<file path="config.mk">
export PLATFORM = sky130hd
export DESIGN_NAME = nsl_status_lock_protect
export DESIGN_NICKNAME = d
export VERILOG_FILES = /design/src/hw/nsl_pkg.sv /design/src/hw/nsl_pin_sync.sv /design/src/hw/nsl_status_lock_protect.sv
export SDC_FILE = /design/constraint.sdc
export NUM_CORES = 1
export LEC_CHECK = 0
export ABC_AREA = 1
export ABC_CLOCK_PERIOD_IN_PS = 7500
export BUFFER_PORTS_ARGS = -buffer_cell sky130_fd_sc_hd__clkbuf_2
export CORE_ASPECT_RATIO = 0.7
export CORE_MARGIN = 8
export CORE_UTILIZATION = 30
export CTS_CLUSTER_SIZE = 28
export DETAILED_ROUTE_END_ITERATION = 7
export PLACE_DENSITY = 0.4
export REMOVE_ABC_BUFFERS = 1
export SYNTH_ARGS = -nofsm -noshare
export SYNTH_HDL_FRONTEND = slang
export SYNTH_SLANG_ARGS = --single-unit
</file>
<file path="constraint.sdc">
create_clock -name clk_sys -period 7.5 [get_ports clk_sys]
set_clock_uncertainty 0.1 [all_clocks]
set_input_delay 0.75 -clock clk_sys [delete_from_list [all_inputs] [get_ports clk_sys]]
set_output_delay 0.75 -clock clk_sys [all_outputs]
set_load 0.02 [all_outputs]
</file>
<file path="src/hw/nsl_pkg.sv">
// nsl_pkg: constants and types for the status, lock and protect block
// assumes a serial command link in mode 0 and a 2048-block array backend
package nsl_pkg;

  // ----------------------------------------------------------------
  // command codes
  // ----------------------------------------------------------------
  localparam logic [7:0] CMD_WREN  = 8'h06;
  localparam logic [7:0] CMD_WRDI  = 8'h04;
  localparam logic [7:0] CMD_GETF  = 8'h0F;
  localparam logic [7:0] CMD_SETF  = 8'h1F;
  localparam logic [7:0] CMD_PROG  = 8'h10;
  localparam logic [7:0] CMD_PROT  = 8'h2A;
  localparam logic [7:0] CMD_ERASE = 8'hD8;

  // ----------------------------------------------------------------
  // feature addresses and field layout
  // ----------------------------------------------------------------
  localparam logic [7:0] FEAT_THRESH = 8'h10;
  localparam logic [7:0] FEAT_LOCK   = 8'hA0;
  localparam logic [7:0] FEAT_CONF   = 8'hB0;
  localparam logic [7:0] FEAT_STATUS = 8'hC0;
  localparam int THRESH_LSB      = 4;
  localparam int THRESH_MSB      = 7;
  localparam int LOCK_FREEZE_BIT = 7;
  localparam int LOCK_RANGE_LSB  = 3;
  localparam int LOCK_RANGE_MSB  = 5;
  localparam int PROTECT_ARM_BIT = 7;

  // ----------------------------------------------------------------
  // reset values and encodings
  // ----------------------------------------------------------------
  localparam logic [2:0] LOCK_NONE        = 3'h0;
  localparam logic [2:0] LOCK_ALL         = 3'h7;
  localparam logic [3:0] THRESH_RESET     = 4'h0;
  localparam logic [1:0] ECC_CLEAN        = 2'h0;
  localparam logic [1:0] ECC_CORR_LOW     = 2'h1;
  localparam logic [1:0] ECC_UNCORRECTED  = 2'h2;
  localparam logic [1:0] ECC_CORR_HIGH    = 2'h3;
  localparam logic [1:0] STATUS_RESERVED  = 2'h0;

  // ----------------------------------------------------------------
  // array geometry
  // ----------------------------------------------------------------
  localparam int          BLOCK_W      = 11;
  localparam logic [11:0] BLOCK_COUNT  = 12'h800;
  localparam logic [10:0] PROT_FIRST   = 11'h780;
  localparam int          PROT_COUNT   = 128;
  localparam int          PROT_IDX_W   = 7;
  localparam int          BLOCK_LSB    = 6;
  localparam int          BLOCK_MSB    = 16;
  localparam logic [1:0]  ROW_LAST     = 2'h2;
  localparam logic [2:0]  BIT_LAST     = 3'h7;
  localparam int          PIN_COUNT    = 4;

  // ----------------------------------------------------------------
  // types
  // ----------------------------------------------------------------
  typedef enum logic [1:0]
  {
    OP_PROGRAM = 2'h0,
    OP_PROTECT = 2'h1,
    OP_ERASE   = 2'h2
  } nsl_op_t;

  // gray codes along command -> address -> data and command -> row
  typedef enum logic [2:0]
  {
    ST_CMD    = 3'h0,
    ST_ADDR   = 3'h1,
    ST_DATA   = 3'h3,
    ST_STREAM = 3'h2,
    ST_ROW    = 3'h4,
    ST_IGNORE = 3'h5
  } nsl_state_t;

endpackage

</file>
<file path="src/hw/nsl_pin_sync.sv">
// nsl_pin_sync: two-flop synchronisers for the serial link pins
// assumes pins are asynchronous to clk_sys and reset is already synchronised
`timescale 1ns/100ps
module nsl_pin_sync
  import nsl_pkg::*;
(
  input  wire logic                 clk_sys,
  input  wire logic                 rstnSync,
  input  wire logic                 ce,
  input  wire logic [PIN_COUNT-1:0] pinIn,
  input  wire logic [PIN_COUNT-1:0] pinIdle,
  output logic      [PIN_COUNT-1:0] pinSync
);

  logic [PIN_COUNT-1:0] pinMeta_reg;

  // ----------------------------------------------------------------
  // two stages; only the second stage is seen by the core
  // ----------------------------------------------------------------
  always_ff @(posedge clk_sys or negedge rstnSync)
  begin
    if (!rstnSync)
    begin
      pinMeta_reg <= '1;  // all ones; idle level of chip select and write protect
      pinSync     <= '1;
    end
    else if (ce)
    begin
      pinMeta_reg <= pinIn;
      pinSync     <= pinMeta_reg;
    end
  end

  // pinIdle is kept for documentation of the reset level at the caller
  logic unusedIdle;
  assign unusedIdle = ^pinIdle;

endmodule

</file>
<file path="src/hw/nsl_status_lock_protect.sv">
// nsl_status_lock_protect: status byte, block lock and one-time block protect
// assumes a mode-0 serial host much slower than clk_sys, and an array backend
// on clk_sys that answers each opStart with one opDone pulse
//
// How it works
// RL1 - two-bit ecc result: clean, corrected low, uncorrectable, corrected at threshold
// RL2 - correction threshold comes from the upper nibble of feature 10h
// RL3 - program-fail bit set on failed program or protect, cleared on pass
// RL4 - erase-fail bit set on failed erase, cleared on pass
// RL5 - status bit 1 shows the write latch, zero after reset
// RL6 - only write-enable sets the write latch; write-disable clears it
// RL7 - status bit 0 shows busy while an operation runs
// RL8 - get-feature streams the addressed byte repeatedly until chip select rises
// RL9 - busy and fail bits are refreshed for every streamed byte
// RL10 - program, protect and erase on a locked block are refused
// RL11 - host selects the lock range through set-feature at address A0h
// RL12 - lock range resets to all locked
// RL13 - refused operation on a locked block raises program or erase fail
// RL14 - lock codes map to the upper fractions of 2048 blocks
// RL15 - lock freeze plus low write-protect pin blocks lock field writes
// RL16 - protected blocks always refuse program and erase
// RL17 - only blocks 1920 to 2047 can be protected
// RL18 - protect execute runs only while the arm bit at B0h is set
// RL19 - protection never reverts; host protects each block once
// RL20 - host arms protection, then write-enables, then sends protect execute
// RL21 - host polls status until ready, checks fail, then disarms
// RL22 - get-feature may be repeated any number of times
// RL23 - lock freeze is bit 7 of A0h, writable, reset to zero
// RL24 - write latch clears when a program, protect or erase finishes
`timescale 1ns/100ps
module nsl_status_lock_protect
  import nsl_pkg::*;
(
  input  wire logic                clk_sys,
  input  wire logic                rstn,
  input  wire logic                ce,
  input  wire logic                csN,
  input  wire logic                sclk,
  input  wire logic                si,
  input  wire logic                wpN,
  input  wire logic                opDone,
  input  wire logic                opFail,
  input  wire logic                readDone,
  input  wire logic [3:0]          readFlips,
  input  wire logic                readUncorr,
  output logic                     so,
  output logic                     soOe,
  output logic                     opStart,
  output nsl_op_t                  opKind,
  output logic      [BLOCK_W-1:0]  opBlock,
  output logic                     busyFlag
);

  // ----------------------------------------------------------------
  // reset release
  // ----------------------------------------------------------------
  logic rstMeta_reg;
  logic rstnSync;

  always_ff @(posedge clk_sys or negedge rstn)
  begin
    if (!rstn)
    begin
      rstMeta_reg <= 1'b0;
      rstnSync    <= 1'b0;
    end
    else
    begin
      rstMeta_reg <= 1'b1;
      rstnSync    <= rstMeta_reg;
    end
  end

  // ----------------------------------------------------------------
  // pin sampling and edge detection
  // ----------------------------------------------------------------
  logic [PIN_COUNT-1:0] pinSync;
  logic                 csNS;
  logic                 sclkS;
  logic                 siS;
  logic                 wpNS;
  logic                 sclkPrev_reg;
  logic                 csActive;
  logic                 sclkRise;
  logic                 sclkFall;

  nsl_pin_sync u_pin_sync
  (
    .clk_sys  (clk_sys),
    .rstnSync (rstnSync),
    .ce       (ce),
    .pinIn    ({csN, sclk, si, wpN}),
    .pinIdle  ({PIN_COUNT{1'b1}}),
    .pinSync  (pinSync)
  );

  assign csNS     = pinSync[3];
  assign sclkS    = pinSync[2];
  assign siS      = pinSync[1];
  assign wpNS     = pinSync[0];
  assign csActive = !csNS;
  assign sclkRise = csActive && sclkS && !sclkPrev_reg;
  assign sclkFall = csActive && !sclkS && sclkPrev_reg;

  always_ff @(posedge clk_sys or negedge rstnSync)
  begin
    if (!rstnSync)
      sclkPrev_reg <= 1'b0;
    else if (ce)
      sclkPrev_reg <= sclkS;
  end

  // ----------------------------------------------------------------
  // feature and status storage
  // ----------------------------------------------------------------
  logic [3:0]            thresh_reg;
  logic                  lockFreeze_reg;
  logic [2:0]            lockRange_reg;
  logic                  protectArm_reg;
  logic [1:0]            eccStatus_reg;
  logic                  prgFail_reg;
  logic                  ersFail_reg;
  logic                  writeLatch_reg;
  logic [PROT_COUNT-1:0] protMask_reg;

  // read value of a feature address; status bits are taken live
  function automatic logic [7:0] featRead(input logic [7:0] addr);
    logic [7:0] val;
    val = 8'h00;  // unknown addresses and reserved bits read zero
    case (addr)
      FEAT_THRESH: val[THRESH_MSB:THRESH_LSB] = thresh_reg;
      FEAT_LOCK:
      begin
        val[LOCK_FREEZE_BIT]                = lockFreeze_reg;
        val[LOCK_RANGE_MSB:LOCK_RANGE_LSB]  = lockRange_reg;
      end
      FEAT_CONF:   val[PROTECT_ARM_BIT] = protectArm_reg;
      FEAT_STATUS: val = {STATUS_RESERVED, eccStatus_reg, prgFail_reg,
                          ersFail_reg, writeLatch_reg, busyFlag};  // RL5 RL7
      default:     val = 8'h00;
    endcase
    return val;
  endfunction

  // lock code 0 locks nothing, otherwise the top 2048>>(7-code) blocks
  function automatic logic blockLocked(input logic [2:0] code,
                                       input logic [BLOCK_W-1:0] blk);
    logic [11:0] first;
    first = BLOCK_COUNT - (BLOCK_COUNT >> (LOCK_ALL - code));  // RL14
    return (code != LOCK_NONE) && ({1'b0, blk} >= first);
  endfunction

  // ----------------------------------------------------------------
  // serial byte engine
  // ----------------------------------------------------------------
  nsl_state_t  state_reg;
  logic [2:0]  bitCnt_reg;
  logic [6:0]  rxShift_reg;
  logic [7:0]  cmd_reg;
  logic [7:0]  featAddr_reg;
  logic [1:0]  rowCnt_reg;
  logic [15:0] row_reg;
  logic [7:0]  outByte_reg;
  logic [2:0]  outIdx_reg;
  logic [7:0]  rxByte;
  logic        byteDone;

  assign rxByte   = {rxShift_reg, siS};
  assign byteDone = sclkRise && (bitCnt_reg == BIT_LAST);

  // bit counter and input shifter; chip select high restarts framing
  always_ff @(posedge clk_sys or negedge rstnSync)
  begin
    if (!rstnSync)
    begin
      bitCnt_reg  <= 3'h0;
      rxShift_reg <= 7'h00;
    end
    else if (ce)
    begin
      if (!csActive)
        bitCnt_reg <= 3'h0;
      else if (sclkRise)
      begin
        bitCnt_reg  <= bitCnt_reg + 3'h1;
        rxShift_reg <= rxByte[6:0];
      end
    end
  end

  // command state machine, one step per completed byte
  always_ff @(posedge clk_sys or negedge rstnSync)
  begin
    if (!rstnSync)
    begin
      state_reg    <= ST_CMD;
      cmd_reg      <= 8'h00;
      featAddr_reg <= 8'h00;
      rowCnt_reg   <= 2'h0;
      row_reg      <= 16'h0000;
    end
    else if (ce)
    begin
      if (!csActive)
        state_reg <= ST_CMD;
      else if (byteDone)
      begin
        case (state_reg)
          ST_CMD:
          begin
            cmd_reg    <= rxByte;
            rowCnt_reg <= 2'h0;
            if (rxByte == CMD_GETF || rxByte == CMD_SETF)
              state_reg <= ST_ADDR;
            else if (rxByte == CMD_PROG || rxByte == CMD_PROT || rxByte == CMD_ERASE)
              state_reg <= ST_ROW;
            else
              state_reg <= ST_IGNORE;
          end
          ST_ADDR:
          begin
            featAddr_reg <= rxByte;
            state_reg    <= (cmd_reg == CMD_GETF) ? ST_STREAM : ST_DATA;  // RL22
          end
          ST_DATA:   state_reg <= ST_IGNORE;
          ST_ROW:
          begin
            row_reg <= {row_reg[7:0], rxByte};
            if (rowCnt_reg == ROW_LAST)
              state_reg <= ST_IGNORE;
            else
              rowCnt_reg <= rowCnt_reg + 2'h1;
          end
          ST_STREAM: state_reg <= ST_STREAM;
          ST_IGNORE: state_reg <= ST_IGNORE;
          default:   state_reg <= ST_IGNORE;
        endcase
      end
    end
  end

  // output shifter: msb first on falling edges, byte reloaded at each end
  always_ff @(posedge clk_sys or negedge rstnSync)
  begin
    if (!rstnSync)
    begin
      outByte_reg <= 8'h00;
      outIdx_reg  <= BIT_LAST;
      so          <= 1'b0;
      soOe        <= 1'b0;
    end
    else if (ce)
    begin
      soOe <= csActive && (state_reg == ST_STREAM);  // released with chip select
      if (byteDone && state_reg == ST_ADDR)
      begin
        outByte_reg <= featRead(rxByte);  // RL8
        outIdx_reg  <= BIT_LAST;
      end
      else if (sclkFall && state_reg == ST_STREAM)
      begin
        so <= outByte_reg[outIdx_reg];
        if (outIdx_reg == 3'h0)
        begin
          outByte_reg <= featRead(featAddr_reg);  // RL8 RL9
          outIdx_reg  <= BIT_LAST;
        end
        else
          outIdx_reg <= outIdx_reg - 3'h1;
      end
    end
  end

  // ----------------------------------------------------------------
  // decoded events
  // ----------------------------------------------------------------
  logic                wrenEvt;
  logic                wrdiEvt;
  logic                setfEvt;
  logic                execEvt;
  logic [23:0]         rowFull;
  logic [BLOCK_W-1:0]  execBlock;
  logic                execLocked;
  logic                execProt;
  logic                acceptOp;
  logic                rejectPrg;
  logic                rejectErs;
  nsl_op_t             execKind;

  assign wrenEvt   = byteDone && state_reg == ST_CMD && rxByte == CMD_WREN;  // RL6
  assign wrdiEvt   = byteDone && state_reg == ST_CMD && rxByte == CMD_WRDI;  // RL6
  assign setfEvt   = byteDone && state_reg == ST_DATA && cmd_reg == CMD_SETF;
  assign execEvt   = byteDone && state_reg == ST_ROW && rowCnt_reg == ROW_LAST;
  assign rowFull   = {row_reg, rxByte};
  assign execBlock = rowFull[BLOCK_MSB:BLOCK_LSB];
  assign execLocked = blockLocked(lockRange_reg, execBlock);
  assign execProt  = (execBlock >= PROT_FIRST) &&
                     protMask_reg[execBlock[PROT_IDX_W-1:0]];

  // refused operations never reach the array; lock, protect and range refusals set a fail bit and clear the write latch, an unarmed protect does neither
  always_comb
  begin
    acceptOp  = 1'b0;
    rejectPrg = 1'b0;
    rejectErs = 1'b0;
    execKind  = OP_PROGRAM;
    if (execEvt && !busyFlag && writeLatch_reg)
    begin
      case (cmd_reg)
        CMD_PROG:
        begin
          rejectPrg = execLocked || execProt;  // RL10 RL13 RL16
          acceptOp  = !rejectPrg;
        end
        CMD_ERASE:
        begin
          execKind  = OP_ERASE;
          rejectErs = execLocked || execProt;  // RL10 RL13 RL16
          acceptOp  = !rejectErs;
        end
        CMD_PROT:
        begin
          execKind = OP_PROTECT;
          if (protectArm_reg)  // RL18
          begin
            rejectPrg = execLocked || (execBlock < PROT_FIRST);  // RL10 RL17
            acceptOp  = !rejectPrg;
          end
        end
        default: acceptOp = 1'b0;
      endcase
    end
  end

  // ----------------------------------------------------------------
  // operation launch and busy
  // ----------------------------------------------------------------
  always_ff @(posedge clk_sys or negedge rstnSync)
  begin
    if (!rstnSync)
    begin
      opStart  <= 1'b0;
      opKind   <= OP_PROGRAM;
      opBlock  <= '0;
      busyFlag <= 1'b0;
    end
    else if (ce)
    begin
      opStart <= acceptOp;
      if (acceptOp)
      begin
        opKind   <= execKind;
        opBlock  <= execBlock;
        busyFlag <= 1'b1;  // RL7
      end
      else if (opDone)
        busyFlag <= 1'b0;  // RL7
    end
  end

  // ----------------------------------------------------------------
  // status flags
  // ----------------------------------------------------------------
  // a refusal and a completion cannot coincide: refusal needs ready
  always_ff @(posedge clk_sys or negedge rstnSync)
  begin
    if (!rstnSync)
    begin
      prgFail_reg <= 1'b0;
      ersFail_reg <= 1'b0;
    end
    else if (ce)
    begin
      if (rejectPrg)
        prgFail_reg <= 1'b1;  // RL13
      else if (opDone && busyFlag && opKind != OP_ERASE)
        prgFail_reg <= opFail;  // RL3
      if (rejectErs)
        ersFail_reg <= 1'b1;  // RL13
      else if (opDone && busyFlag && opKind == OP_ERASE)
        ersFail_reg <= opFail;  // RL4
    end
  end

  // write latch: a fresh enable in the finishing cycle still wins
  always_ff @(posedge clk_sys or negedge rstnSync)
  begin
    if (!rstnSync)
      writeLatch_reg <= 1'b0;  // RL5
    else if (ce)
    begin
      if (wrenEvt)
        writeLatch_reg <= 1'b1;  // RL6
      else if (wrdiEvt || rejectPrg || rejectErs || (opDone && busyFlag))
        writeLatch_reg <= 1'b0;  // RL6 RL24
    end
  end

  // ecc outcome of the last page read
  always_ff @(posedge clk_sys or negedge rstnSync)
  begin
    if (!rstnSync)
      eccStatus_reg <= ECC_CLEAN;
    else if (ce && readDone)
    begin
      if (readUncorr)
        eccStatus_reg <= ECC_UNCORRECTED;  // RL1
      else if (readFlips == 4'h0)
        eccStatus_reg <= ECC_CLEAN;  // RL1
      else if (readFlips < thresh_reg)
        eccStatus_reg <= ECC_CORR_LOW;  // RL1 RL2
      else
        eccStatus_reg <= ECC_CORR_HIGH;  // RL1 RL2
    end
  end

  // ----------------------------------------------------------------
  // writable features
  // ----------------------------------------------------------------
  always_ff @(posedge clk_sys or negedge rstnSync)
  begin
    if (!rstnSync)
    begin
      thresh_reg     <= THRESH_RESET;
      lockFreeze_reg <= 1'b0;  // RL23
      lockRange_reg  <= LOCK_ALL;  // RL12
      protectArm_reg <= 1'b0;
    end
    else if (ce && setfEvt)
    begin
      case (featAddr_reg)
        FEAT_THRESH: thresh_reg <= rxByte[THRESH_MSB:THRESH_LSB];  // RL2
        FEAT_LOCK:
        begin
          if (!(lockFreeze_reg && !wpNS))  // RL15
          begin
            lockFreeze_reg <= rxByte[LOCK_FREEZE_BIT];  // RL23
            lockRange_reg  <= rxByte[LOCK_RANGE_MSB:LOCK_RANGE_LSB];
          end
        end
        FEAT_CONF:   protectArm_reg <= rxByte[PROTECT_ARM_BIT];  // RL18
        default:     protectArm_reg <= protectArm_reg;  // status is read-only
      endcase
    end
  end

  // ----------------------------------------------------------------
  // protected block map
  // ----------------------------------------------------------------
  // bits only ever set; reset stands in for the factory-blank state
  always_ff @(posedge clk_sys or negedge rstnSync)
  begin
    if (!rstnSync)
      protMask_reg <= '0;
    else if (ce && opDone && busyFlag && !opFail && opKind == OP_PROTECT)
      protMask_reg[opBlock[PROT_IDX_W-1:0]] <= 1'b1;  // RL17 RL19
  end

endmodule

</file>
==> results.py <==
metrics = {
    "outcome": {
        "status": "completed",
    },
    "floorplan": {
        "start_util_pct": 30.2,
        "die_y_microns": 172,
        "io_pins": 32,
        "placement_rows": 57,
        "floorplan.die_area_sq_mm": 0.0410,
        "die_w_microns": 239,
        "design.core.area_sq_mm": 0.0344,
    },
    "logic_synthesis": {
        "synth_top_area_share_pct": 49.8,
        "synthAdderAreaFrac_pct": 1.92,
        "seq_area_frac_synth_pct": 53.3,
        "synth-seq-cells": 221,
        "yosys.area_share.simple_pct": 21.8,
        "synth_edf_count": 0,
        "synthXorXnorAreaFrac_pct": 0.0841,
        "synth_area_sq_mm": 0.0104,
        "synthMuxAreaShare_pct": 0,
        "async_reset_ff_share_pct": 100,
        "yosysUniqueCellTypes": 42,
        "synth-compound-area-share_pct": 14.1,
        "synth_top_family_by_area": "simple AND/OR/NAND/NOR gates",
        "synth_flop_cell": "dfrtp_1",
        "synth_top_area_cell": "dfrtp_1",
        "yosys-top-cells-area": "dfrtp_1 50%, nand2_1 9.8%, o21ai_0 7.5%, inv_1 6.3%, nand3_1 5.7%",
        "syn_avg_cell_area_sq_um": 8.35,
        "yosysWarnings": 0,
        "synth_cells": 1246,
    },
    "cts": {
        "clock-sinks": 221,
        "clock_latency_ns": 0.55,
        "cts_root_buf": "clkbuf_16",
        "cts_resized": 0,
        "post_cts_buffers": 0,
        "cts_tree": "yes",
        "cts_buffer_depth": 3,
        "path_clk_slew_ns": 0.06,
        "cts_htree_levels": 1,
        "numCtsBuffers": 26,
    },
    "routing": {
        "drcViolationCount": 0,
        "drt_pass1_iterations": 5,
        "dr.first_iter.drc_count": 542,
        "ant_nets": 0,
        "drt_wl_total_microns": 32500,
        "via_per_inst": 4.78,
        "vias": 8426,
        "wl_per_cell_microns": 18.5,
    },
    "min_path": {
        "hold_end": "rstnSync$_DFF_PN0_",
        "hold_depth": 0,
        "hold_path_class": "flip-flop to flip-flop",
        "min_from": "rstMeta_reg$_DFF_PN0_",
    },
    "timing": {
        "fmax_mhz": 265,
        "tightestPinTransition_ns": 1.08,
        "hold_viol": 0,
        "finalSetupViolations": 0,
        "final_max_slew_viol_count": 0,
        "setup_ws_ns": 3.73,
        "min_period_over_period_pct": 50.2,
        "rsz0062_at_grt": "false",
        "fin_crit_ns": 3.77,
        "fin_tns_setup_ns": 0,
        "max_slew_margin_pct": 27.8,
    },
    "final_layout": {
        "design_area_sq_mm": 0.0120,
        "syn2layout_area_growth_pct": 14.9,
        "drive_gt1_share_pct": 9.37,
        "largest_reg_flops": 128,
        "diodes": 0,
        "layout.cells.non_filler": 1763,
        "nFillCells": 3644,
        "nets": 1302,
    },
    "job": {
        "maxCapViolations": 0,
    },
    "worst_setup_path": {
        "worst-path-max-fanout": 27,
        "worstPathCellList": "buf_4 -> nand2_1 -> inv_2 -> nand2_1 -> nand4_1 -> nand3_1 -> nand3_1 -> nand3_1 -> nand3_1 -> nand3_1 -> nand2_2 -> o21ai_4 -> nand2_2 -> nand2_1 -> nand2_1",
        "crit_start": "rxShift_reg[5]$_DFFE_PN0P_",
        "crit_family": "simple AND/OR/NAND/NOR gates",
        "cp.arrival_ns": 4.10,
        "cp_slowest_stage_delay_ns": 0.58,
        "cp_slowest_cell": "dfrtp_2",
        "r2r_end": "opKind[1]$_DFFE_PN0P_",
        "setup.worst_path.start_class": "flip-flop",
        "cp_data_required_time_ns": 7.83,
        "critPathMostFrequentCell": "nand3_1",
        "end_kind": "flip-flop",
        "worst-r2r-cell-count": 15,
        "worst-path-buf-inv": 2,
        "path_depth": 15,
        "path_class": "flip-flop to flip-flop",
        "r2r_start": "rxShift_reg[5]$_DFFE_PN0P_",
        "r2r_setup_slack_ns": 3.73,
    },
    "grt": {
        "grt_pass1_wl_microns": 51600,
        "grt_usage_pct": 16.2,
        "grt_max_degree": 69,
        "overflow": 0,
        "grt_pass1_vias": 8305,
        "antenna_found_initial": 0,
    },
    "placed_design": {
        "dp_hpwl_microns": 22300,
        "io_buffers": 31,
        "dp_worst_setup_slack_ns": 3.83,
        "placed_area_sq_mm": 0.0110,
        "dp_cells": 1714,
        "gp_congestion": 0.792,
    },
    "power": {
        "power_leakage_nw": 5.68,
        "p_per_area_mw_per_mm2": 274,
        "vdd_drop_max_mv": 0.162,
        "finalPower_mw": 3.28,
    },
}
-- how the worst max path moves through the flow --
stage	end	slack (ns)
floorplan	bitCnt_reg[0]$_DFFE_PN0P_	0.81
global placement	opBlock[7]$_DFFE_PN0P_	3.90
detailed placement	opBlock[9]$_DFFE_PN0P_	3.83
CTS	opBlock[1]$_DFFE_PN0P_	3.81
global route	opBlock[4]$_DFFE_PN0P_	3.39
finish	opKind[1]$_DFFE_PN0P_	3.73
-- worst reg2reg max path: stages, from the launching register on --
cell     delay (ns)
dfrtp_2        0.58
buf_4          0.35
nand2_1        0.56
inv_2          0.28
nand2_1        0.12
nand4_1        0.11
nand3_1        0.13
nand3_1        0.11
nand3_1        0.13
nand3_1        0.08
nand3_1        0.12
nand2_2        0.11
o21ai_4        0.35
nand2_2        0.32
nand2_1        0.16
nand2_1        0.06
-- metrics by stage --
| stage | utilization (%) | hold slack, ns |
|---|---|---|
| 2_1_floorplan | - | 0.231 |
| 3_3_place_gp | 31.9 | 0.237 |
| 3_5_place_dp | 31.9 | 0.237 |
| 4_1_cts | 34.7 | 0.251 |
| 5_1_grt | 34.7 | 0.266 |
| 6_report | 34.7 | 0.248 |
-- final cells by class --
class                           instances  area, sq um  area share [%]
Clock buffer                           36          790            6.60
Clock inverter                         12          169            1.41
Inverter                              187          704            5.89
Multi-Input combinational cell        797         3950            33.0
Sequential cell                       221         5550            46.4
Tap cell                              472          591            4.94
Timing Repair Buffer                   38          210            1.76
-- cells in the final DEF (no fill, tap or decap), drive strengths merged, types with 2 or more instances in the layout --
cell type	Yosys	layout
o221ai	3	3
buf	23	6
clkinvlp	0	2
clkbuf	18	67
nor3	18	18
inv	187	188
o21bai	46	46
bufinv	0	4
nor2	75	75
nor4	13	13
o21ai	157	157
o211ai	6	6
o22ai	6	6
a21oi	20	20
nand4	23	23
ha	16	16
a31oi	4	4
nand3	119	119
clkinv	0	5
dfrtp	207	207
a22o	2	2
dfstp	14	14
nand2	277	277
-- kinds of logic (layout without fill, tap and decap cells) --
family	count (synthesis)	in the layout
AO/OA/AOI/OAI	253	253
XOR/XNOR	1	1
adder cells (fa/ha/maj)	16	16
buffers and inverters	228	273
flip-flops	221	221
other	1	1
AND/OR/NAND/NOR	526	526
-- synthesized netlist by cell type (6+ instances only) --
cell type and n:
nand4_1 23, nand2_1 273, dfrtp_1 207, nand3_1 119
nor4_1 13, o21ai_0 155, o211ai_1 6, clkbuf_1 18
nor2_1 71, buf_4 10, nor3_1 18, inv_2 11
buf_2 10, o22ai_1 6, a21oi_1 20, o21bai_1 46
dfstp_2 14, ha_1 16, inv_1 175
-- where the power goes --
group / switching, mW / leakage (nW) / internal [mW]
clock network: 0.537 / 0.472 / 0.872
registers: 0.0843 / 2.57 / 1.24
logic: 0.408 / 2.65 / 0.130
-- routing by layer --
layer  share of wire, %  track usage [%]
met3                4.4             3.01
met4                1.2             2.90
met5                  0                0
met2                 40             22.4
met1                 55             25.7
-- repair_timing --
action | in CTS | in global routing
endpoints found under the hold margin | 2 | 0
hold buffers | 1 | 0
endpoints found under the setup margin | 0 | 0
No activity file was read; power rests on OpenSTA's default activity.
